[config.mk]
export PLATFORM = sky130hd
export DESIGN_NAME = pcbnk_bank
export DESIGN_NICKNAME = d
export VERILOG_FILES = /design/src/pcbnk_counter.v /design/src/pcbnk_bank.v
export VERILOG_INCLUDE_DIRS = /design/src
export SDC_FILE = /design/constraint.sdc
export NUM_CORES = 1
export LEC_CHECK = 0
export BUFFER_PORTS_ARGS = -buffer_cell sky130_fd_sc_hd__buf_2
export CAP_MARGIN = 5
export CORE_MARGIN = 3
export CORE_UTILIZATION = 30
export DETAILED_ROUTE_END_ITERATION = 6
export PLACE_DENSITY = 0.45
export SLEW_MARGIN = 10
export SYNTH_ARGS = -nofsm -noshare
export SYNTH_HDL_FRONTEND = slang
export SYNTH_SLANG_ARGS = --single-unit
export TNS_END_PERCENT = 50
[constraint.sdc]
create_clock -name sys_clk -period 2.4 [get_ports sys_clk]
set_input_delay 0.36 -clock sys_clk [delete_from_list [all_inputs] [get_ports sys_clk]]
set_output_delay 0.36 -clock sys_clk [all_outputs]
set_load 0.01 [all_outputs]
[src/pcbnk_regs.vh]
`ifndef PCBNK_REGS_VH
`define PCBNK_REGS_VH
// Register byte offsets
`define PCBNK_OFS_SAMPLE     8'h7c
`define PCBNK_OFS_DOWN_IO_RD 8'h80
`define PCBNK_OFS_DOWN_IO_WR 8'h84
`define PCBNK_OFS_DOWN_MEM_RD 8'h88
`define PCBNK_OFS_DOWN_MEM_WR 8'h8c
`define PCBNK_OFS_UP_IO_RD   8'h90
`define PCBNK_OFS_UP_IO_WR   8'h94
`define PCBNK_OFS_UP_MEM_RD  8'h98
`define PCBNK_OFS_UP_MEM_WR  8'h9c
`define PCBNK_OFS_SLOT_CAP   8'hb0
`define PCBNK_OFS_HS_CAP     8'hc0
// Counter bank base and count
`define PCBNK_CNT_BASE       8'h80
`define PCBNK_NUM_CNT        8
// Capability codes and links
`define PCBNK_SLOT_CAP_CODE  8'h04
`define PCBNK_HS_CAP_CODE    8'h06
`define PCBNK_SLOT_LINK_HS   8'hc0
`define PCBNK_LINK_END       8'h00
// Field positions
`define PCBNK_SLOT_NUM_LSB   16
`define PCBNK_SLOT_NUM_MSB   20
`define PCBNK_FIRST_CHASSIS  21
`define PCBNK_CHASSIS_LSB    24
`define PCBNK_ENUM_EN_BIT    17
`define PCBNK_LED_BIT        19
`define PCBNK_EXT_STAT_BIT   22
`define PCBNK_INS_STAT_BIT   23
// Reset values
`define PCBNK_RST_WORD       32'h0000_0000
`endif

[src/pcbnk_counter.v]
`include "pcbnk_regs.vh"
// One writable event counter; software write beats the increment
module pcbnk_counter (
  input  wire        sys_clk,
  input  wire        resetn,
  input  wire        wr_en,
  input  wire [31:0] wr_data,
  input  wire        window_on,
  input  wire        event_in,
  output reg  [31:0] count
);
  // Count only within the window, hold otherwise
  always @(posedge sys_clk or negedge resetn) begin
    if (!resetn) begin
      count <= `PCBNK_RST_WORD;
    end else if (wr_en) begin
      count <= wr_data;
    end else if (window_on && event_in) begin
      count <= count + 32'h0000_0001;
    end
  end
endmodule

[src/pcbnk_bank.v]
`include "pcbnk_regs.vh"

// Counters wrap silently at the top of their range; software
// that wants long runs must read them before they wrap; they hold after the window ends.
// A software write to a counter beats a completion in the same
// clock, so a value written while traffic flows can lose one count.
// The slot link byte follows the strap live, so a strap that moves
// after power-up changes what software sees without any write.
// Reads are registered: the word stands from the cycle after the
// read strobe until the next read strobe.
// The timer counts bus clocks; a new write restarts the window
// from the written value instead of adding to what is left.
module pcbnk_bank (
  // Clock and reset
  input  wire        sys_clk,
  input  wire        resetn,
  // Register port
  input  wire [7:0]  reg_addr,
  input  wire [31:0] reg_wdata,
  input  wire        reg_wr,
  input  wire        reg_rd,
  output reg  [31:0] reg_rdata,
  // Strap and per-port completion pulses
  input  wire        hot_swap_strap,
  input  wire        down_io_rd_done,
  input  wire        down_io_wr_done,
  input  wire        down_mem_rd_done,
  input  wire        down_mem_wr_done,
  input  wire        up_io_rd_done,
  input  wire        up_io_wr_done,
  input  wire        up_mem_rd_done,
  input  wire        up_mem_wr_done,
  // Hot-swap pins and window status
  input  wire        enum_alert_req,
  output wire        enum_alert_out,
  output wire        led_drive_out,
  output wire        window_active
);
  // Sampling timer remaining count
  reg  [31:0] sample_left;
  // Slot entry writable fields
  reg  [4:0]  slot_number;
  reg         first_in_chassis;
  reg  [7:0]  chassis_number;
  // Hot-swap writable fields
  reg         enum_enable;
  reg         led_off;
  reg         ext_status;
  reg         ins_status;
  // Counter values, flattened
  wire [255:0] cnt_flat;
  // Per-counter events in offset order
  wire [7:0]  cnt_event;
  // Word hits
  wire        hit_sample;
  wire        hit_slot;
  wire        hit_hs;
  wire        hit_cnt;
  // Counter index from address bits 4:2
  wire [2:0]  cnt_idx;
  // Next read word
  reg  [31:0] next_rdata;
  // One-hot counter select from the word index
  wire [7:0]  cnt_sel;
  // Per-counter software write enables
  wire [7:0]  cnt_wr;
  // Word-level write strobes, one per register; the eight counters share one
  wire        wr_sample;
  wire        wr_slot;
  wire        wr_hs;
  wire        wr_cnt;
  // Next state of the sampling timer
  reg  [31:0] next_sample_left;
  // Next state of the slot entry fields
  reg  [4:0]  next_slot_number;
  reg         next_first_in_chassis;
  reg  [7:0]  next_chassis_number;
  // Next state of the hot-swap fields
  reg         next_enum_enable;
  reg         next_led_off;
  reg         next_ext_status;
  reg         next_ins_status;
  // Assembled read words of the two capability entries
  wire [31:0] slot_word;
  wire [31:0] hs_word;
  // Counter word picked by the index
  reg  [31:0] cnt_word;
  // Link byte of the slot entry, strap dependent
  wire [7:0]  slot_link;

  assign window_active = (sample_left != 32'h0000_0000);
  assign hit_sample = (reg_addr == `PCBNK_OFS_SAMPLE);
  assign hit_slot   = (reg_addr == `PCBNK_OFS_SLOT_CAP);
  assign hit_hs     = (reg_addr == `PCBNK_OFS_HS_CAP);
  // Counters occupy 0x80..0x9c
  assign hit_cnt    = (reg_addr[7:5] == 3'h4) && (reg_addr[1:0] == 2'h0);
  assign cnt_idx    = reg_addr[4:2];

  // Write strobes qualified by the word decode
  assign wr_sample  = reg_wr && hit_sample;
  assign wr_slot    = reg_wr && hit_slot;
  assign wr_hs      = reg_wr && hit_hs;
  assign wr_cnt     = reg_wr && hit_cnt;
  // One-hot select; the shift stays within eight bits
  assign cnt_sel    = 8'h01 << cnt_idx;
  // Only the addressed counter sees a write
  assign cnt_wr     = cnt_sel & {8{wr_cnt}};

  // Completion pulses, one per transaction
  assign cnt_event = {up_mem_wr_done,   // Index 7, upstream memory writes
                      up_mem_rd_done,   // Index 6, upstream memory reads
                      up_io_wr_done,    // Index 5, upstream I/O writes
                      up_io_rd_done,    // Index 4, upstream I/O reads
                      down_mem_wr_done, // Index 3, downstream memory writes
                      down_mem_rd_done, // Index 2, downstream memory reads
                      down_io_wr_done,  // Index 1, downstream I/O writes
                      down_io_rd_done}; // Index 0

  // Eight counters, window gated
  // Counters see the window level, not the timer value, so a
  // rewrite of the timer mid-window never drops a count
  genvar gi;
  generate
    for (gi = 0; gi < `PCBNK_NUM_CNT; gi = gi + 1) begin : g_cnt
      // Each counter owns one word of the flat bus
      pcbnk_counter u_cnt (
        .sys_clk   (sys_clk),
        .resetn    (resetn),
        .wr_en     (cnt_wr[gi]),
        .wr_data   (reg_wdata),
        .window_on (window_active),
        .event_in  (cnt_event[gi]),
        .count     (cnt_flat[gi*32 +: 32])
      );
    end
  endgenerate

  // Timer next value: a write restarts it, otherwise it runs down
  always @* begin
    next_sample_left = sample_left;
    if (wr_sample) begin
      // Software write wins over the countdown
      next_sample_left = reg_wdata;
    end else if (window_active) begin
      // One bus clock elapsed inside the window
      next_sample_left = sample_left - 32'h0000_0001;
    end else begin
      // Expired or never started: stays cleared
      next_sample_left = `PCBNK_RST_WORD;
    end
  end

  // Sampling timer register; zero means the window is closed
  always @(posedge sys_clk or negedge resetn) begin
    if (!resetn) begin
      // Reset closes the window
      sample_left <= `PCBNK_RST_WORD;
    end else begin
      // Take the next value every clock
      sample_left <= next_sample_left;
    end
  end

  // Slot entry next values; only the writable fields follow a write
  always @* begin
    next_slot_number      = slot_number;
    next_first_in_chassis = first_in_chassis;
    next_chassis_number   = chassis_number;
    if (wr_slot) begin
      // Code, link and reserved bits of the write are dropped
      next_slot_number      = reg_wdata[`PCBNK_SLOT_NUM_MSB:`PCBNK_SLOT_NUM_LSB];
      next_first_in_chassis = reg_wdata[`PCBNK_FIRST_CHASSIS];
      next_chassis_number   = reg_wdata[31:`PCBNK_CHASSIS_LSB];
    end
  end

  // Slot identification entry registers
  always @(posedge sys_clk or negedge resetn) begin
    if (!resetn) begin
      // All writable fields clear at reset
      slot_number      <= 5'h00;
      first_in_chassis <= 1'b0;
      chassis_number   <= 8'h00;
    end else begin
      // Hold or load as decided above
      slot_number      <= next_slot_number;
      first_in_chassis <= next_first_in_chassis;
      chassis_number   <= next_chassis_number;
    end
  end

  // Hot-swap next values; unused bits have no storage at all
  always @* begin
    next_enum_enable = enum_enable;
    next_led_off     = led_off;
    next_ext_status  = ext_status;
    next_ins_status  = ins_status;
    if (wr_hs) begin
      // Bits 15:0, 16, 18, 21:20 and 31:24 of the write are dropped
      next_enum_enable = reg_wdata[`PCBNK_ENUM_EN_BIT];
      next_led_off     = reg_wdata[`PCBNK_LED_BIT];
      next_ext_status  = reg_wdata[`PCBNK_EXT_STAT_BIT];
      next_ins_status  = reg_wdata[`PCBNK_INS_STAT_BIT];
    end
  end

  // Hot-swap control and status registers
  always @(posedge sys_clk or negedge resetn) begin
    if (!resetn) begin
      // Reset masks the alert and lights the LED
      enum_enable <= 1'b0;
      led_off     <= 1'b0;
      ext_status  <= 1'b0;
      ins_status  <= 1'b0;
    end else begin
      // Hold or load as decided above
      enum_enable <= next_enum_enable;
      led_off     <= next_led_off;
      ext_status  <= next_ext_status;
      ins_status  <= next_ins_status;
    end
  end

  // Alert only passes when enabled; a masked request never leaves
  // the block, so the pin keeps no memory of it
  assign enum_alert_out = enum_alert_req && enum_enable;
  // Zero lights the LED; the output comes straight from a flop
  assign led_drive_out  = led_off;

  // Slot link points at the hot-swap entry only when strapped in
  assign slot_link = hot_swap_strap ? `PCBNK_SLOT_LINK_HS : `PCBNK_LINK_END;

  // Slot entry as read: chassis, reserved pair, flag, slot, link, code
  assign slot_word = {chassis_number,         // Bits 31:24
                      2'b00,                  // Reserved, read zero
                      first_in_chassis,       // Bit 21
                      slot_number,            // Bits 20:16
                      slot_link,              // Bits 15:8
                      `PCBNK_SLOT_CAP_CODE};  // Fixed code
  // Hot-swap entry as read; unused positions are constant zero
  assign hs_word   = {8'h00,                  // Reserved
                      ins_status,             // Bit 23
                      ext_status,             // Bit 22
                      2'b00,                  // Unused
                      led_off,                // Bit 19
                      1'b0,                   // Unused
                      enum_enable,            // Bit 17
                      1'b0,                   // Unused
                      `PCBNK_LINK_END,        // Last entry
                      `PCBNK_HS_CAP_CODE};    // Fixed code

  // Counter word picked by the index from address bits 4:2
  always @* begin
    cnt_word = 32'h0000_0000;
    case (cnt_idx)
      3'h0: begin
        // Downstream I/O reads
        cnt_word = cnt_flat[31:0];
      end
      3'h1: begin
        // Downstream I/O writes
        cnt_word = cnt_flat[63:32];
      end
      3'h2: begin
        // Downstream memory reads
        cnt_word = cnt_flat[95:64];
      end
      3'h3: begin
        // Downstream memory writes
        cnt_word = cnt_flat[127:96];
      end
      3'h4: begin
        // Upstream I/O reads
        cnt_word = cnt_flat[159:128];
      end
      3'h5: begin
        // Upstream I/O writes
        cnt_word = cnt_flat[191:160];
      end
      3'h6: begin
        // Upstream memory reads
        cnt_word = cnt_flat[223:192];
      end
      3'h7: begin
        // Upstream memory writes
        cnt_word = cnt_flat[255:224];
      end
      default: begin
        // Unreachable with a three-bit index
        cnt_word = 32'h0000_0000;
      end
    endcase
  end

  // Read mux; unmapped addresses read zero
  always @* begin
    next_rdata = 32'h0000_0000;
    if (hit_cnt) begin
      // One of the eight transaction counters
      next_rdata = cnt_word;
    end else if (hit_sample) begin
      // Remaining time of the sampling window
      next_rdata = sample_left;
    end else if (hit_slot) begin
      // Slot identification entry
      next_rdata = slot_word;
    end else if (hit_hs) begin
      // Hot-swap entry
      next_rdata = hs_word;
    end else begin
      // Nothing mapped here
      next_rdata = 32'h0000_0000;
    end
  end

  // Read data registered, valid cycle after strobe and held after
  always @(posedge sys_clk or negedge resetn) begin
    if (!resetn) begin
      // Reads nothing until the first strobe
      reg_rdata <= `PCBNK_RST_WORD;
    end else if (reg_rd) begin
      // Capture the addressed word at the strobe edge
      reg_rdata <= next_rdata;
    end
  end
endmodule

==> flow_summary.yaml <==
timing:
  rsz0062_at_grt: "yes"
  share_of_the_cycle_needed_by_the_critical_path_after_routing_pct: 106
  timing.slew.headroom_pct: 43.7
  layout_setup_ws_ns: -0.147
  slew_viol_final: 0
  max_clock_freq_ghz: 0.393
  holdWs_ns: 0.107
  timing_hold_violations_final: 0
  finalSetupViolations: 2
  finalCriticalPeriod_ns: 2.55
  finClkSkew_ns: 0.0254
  worst-slew-pin-transition_ns: 0.823
power:
  power.share.sequential_pct: 41.8
  sw_frac_of_total_pct: 32.8
  p_leak_nw: 10.7
  combinationalPowerShare_pct: 22.9
  power.net_switching_mw: 6.05
  p_clk_share_pct: 35.2
  max-vdd-ir-drop_uv: 425
  power_per_cell_area_nw_per_um2: 715
  intPower_mw: 12.4
setup_path:
  crit_start: "sample_left[28]$_DFF_PN0_"
  worst-r2r-setup-slack_ns: 0
  timing.rr.end: "g_cnt[7].u_cnt.count[23]$_DFFE_PN0P_"
  arrival_time_at_the_worst_endpoint_ns: 2.19
  path_max_fanout: 5
  setup.worst_path.end: "window_active"
  reg2reg_depth: 12
  startpoint_of_the_worst_slack_reg_to_reg_timing_path: "sample_left[0]$_DFF_PN0_"
  cp-end-kind: "output pin"
  criticalPathCategory: "flip-flop to output pin"
  critical_path_required_ns: 2.04
  category_of_the_worst_setup_path_launch_point: "flip-flop"
yosys:
  yosysSeqAreaShare_pct: 40.8
  synth_ff_type: "dfrtp_1"
  ys_seq_elements: 338
  main_combinational_cell_family_by_area_after_synthesis: "simple AND/OR/NAND/NOR gates"
  distinct_cells_synth: 75
  synth_compound_area_share_pct: 15.1
  synthesis.area_um2: 20800
  synth-simple-area-share_pct: 22.9
  postSynth.asyncResetShare_pct: 100
  synthesis.nets: 2437
  muxShareOfSynthArea_pct: 4.96
  syn-instance-count: 2374
  synth-adder-area-share_pct: 0.543
  yosysWarningCount: 0
  synth_xor_area_share_pct: 11.3
  synth_edf_count: 0
  avg_synthesized_cell_area_um2: 8.74
layout:
  final_nets: 2636
  fraction_of_final_layout_cells_sized_beyond_drive_strength_1_pct: 20.7
  area_growth_pct: 24.5
  antenna-diode-count: 0
  final_design_area_no_fill_um2: 25800
clock_network:
  cts_tree: "built"
  htree_levels: 2
  clock_path_buffers: 3
  cts_inserted_buffers: 41
  clk_root_buf: "clkbuf_16"
  cts_sinks: 338
  path_clk_slew_ns: 0.06
  clkLatencyLatePin_ns: 0.58
placed_design:
  quantity_of_i_o_buffers_inserted_on_ports: 88
  placed_cell_area_um2: 23600
  gp_congestion: 0.922
  hpwlAfterDp_um: 60400
drt:
  vias_after_detailed_routing: 18885
  remaining_routing_drc_violations: 0
  first_iter_violations: 1348
  route.detailed.wl_per_inst_um: 23.1
  drt.antenna.violating_nets: 0
  first_pass_iters: 5
  via_per_inst: 5.35
  finalWirelength_um: 81600
grt:
  antenna_found_initial: 2
  total_overflow_reported_by_the_global_router: 0
  first_global_vias: 18533
  grt_first_pass_wirelength_um: 120000
  grt_max_degree: 65
  grt_util_all_layers_pct: 22.2
die:
  core_um2: 67900
  dieArea_um2: 72400
  io_pins: 89
  floorplan.die.width_um: 269
  chip_height_um: 269
  starting_density_of_the_core_pct: 30.6
  rows: 95
outcome:
  run_status: "finished, violations left"
  violations: "setup timing"
worst_hold_path:
  hold_path_class: "input port to flip-flop"
  holdPathStages: 3
run:
  maxCapViolCount: 0
per-layer routing:
| layer | up-vias | GRT usage (%) | part of all wire (%) |
|---|---|---|---|
| li1 | 8851 | - | - |
| met1 | 9307 | 29.5 | 44 |
| met2 | 574 | 37.3 | 47 |
| met3 | 149 | 2.75 | 5.0 |
| met4 | 4 | 7.84 | 4.0 |
| met5 | - | 0 | 0.032 |
worst max-delay path, cell delays in order (launching register included):
cell and delay [ns]:
dfrtp_1 0.40, nor4_4 0.34, nand4_1 0.16, buf_6 0.18, nor3_4 0.19, inv_2 0.08, buf_12 0.14, buf_6 0.11
how the worst min path moves through the flow:
| stage | start | endpoint | slack (ns) |
|---|---|---|---|
| 6_report | hot_swap_strap | reg_rdata[14]$_DFFE_PN0P_ | 0.11 |
| 3_5_place_dp | resetn | sample_left[6]$_DFF_PN0_ | 0.32 |
| 3_3_place_gp | resetn | sample_left[6]$_DFF_PN0_ | 0.32 |
| 2_1_floorplan | resetn | chassis_number[0]$_DFFE_PN0P_ | 0.06 |
| 4_1_cts | hot_swap_strap | reg_rdata[14]$_DFFE_PN0P_ | 0.08 |
| 5_1_grt | hot_swap_strap | reg_rdata[14]$_DFFE_PN0P_ | 0.15 |
state kept, by name, indices dropped and copies added, names as in the netlist:
name / count
ext_status: 1
enum_enable: 1
reg_rdata: 32
first_in_chassis: 1
chassis_number: 8
ins_status: 1
slot_number: 5
led_drive_out: 1
g_cnt.u_cnt.count: 256
sample_left: 32
cell usage in the layout, fill, tap and decap left out, drive strengths merged, types with 27 or more instances in the layout:
| master | n |
|---|---|
| nor2 | 374 |
| dfrtp | 338 |
| buf | 323 |
| a21oi | 300 |
| xnor2 | 160 |
| nand2 | 157 |
| xor2 | 108 |
| nand3 | 93 |
| nor3 | 82 |
| nand4 | 71 |
| clkbuf | 64 |
| and3 | 50 |
| inv | 47 |
| nor4 | 43 |
| o21ai | 35 |
| a221oi | 33 |
| mux2i | 32 |
| mux2 | 29 |
| a31oi | 27 |
power by group through the flow:
| stage | logic [mW] | registers (mW) | clock network (mW) |
|---|---|---|---|
| final | 4.24 | 7.73 | 6.50 |
| after global placement | 4.03 | 7.77 | 0 |
| after CTS | 4.15 | 7.70 | 6.67 |
| after detailed placement | 4.08 | 7.80 | 0 |
| after global routing | 4.61 | 7.87 | 6.90 |
| after floorplan | 2.38 | 7.55 | 0 |
layout make-up:
cell class	count	area, um^2
fillers	6765	42000
multi-input cells	1818	11800
flip-flops and latches	338	8460
repair buffers	327	2840
clock buffers	61	1210
well taps	921	1150
inverters	47	176
clock inverters	15	159
cell usage after synthesis, drive strengths merged, types with 14 or more instances:
master | instances | share of area, %
mux4 | 17 | 1.8
and4 | 18 | 0.76
nand2 | 157 | 2.9
clkbuf | 103 | 1.9
dfrtp | 338 | 41
and3 | 50 | 1.5
a221oi | 33 | 1.4
mux2i | 32 | 1.5
nor3 | 82 | 2.1
inv | 46 | 0.83
nand4 | 71 | 2.3
a21oi | 300 | 7.2
nor2 | 374 | 6.8
nand3 | 93 | 2.2
and2 | 14 | 0.42
xor2 | 108 | 4.6
o31ai | 17 | 0.93
a31oi | 27 | 0.84
nor4 | 43 | 1.7
mux2 | 29 | 1.6
o21ai | 35 | 0.84
buf | 68 | 1.7
xnor2 | 160 | 6.8
logic make-up (layout without fill, tap and decap cells):
family,Yosys count,count (layout)
and+or+nand+nor,964,964
adders and majority gates,9,9
xor gates and xnor gates,268,268
muxes,78,78
AOI/OAI and AO/OA,499,499
DFF,338,338
buffers and inverters,218,450
per-stage QoR:
stage	power [mW]	std cells	setup slack, ns	setup TNS [ns]	util [%]
2_1_floorplan	9.92	2374	0.165	0	-
3_3_place_gp	11.8	3419	-0.272	-0.391	34.8
6_report	18.5	3527	-0.147	-0.147	38.1
3_5_place_dp	11.9	3419	-0.290	-0.352	34.8
5_1_grt	19.4	3527	-0.246	-3.45	38.1
4_1_cts	18.5	3505	-0.189	-1.31	37.1
timing repair:
item	CTS	global route
pin swaps	7	66
cloned	1	3
hold buffers	1	0
endpoints found under the setup margin	3	168
resized for setup	13	89
hold endpoints to repair	41	0
setup buffers	8	22
Power figures use the tool's default switching activity.
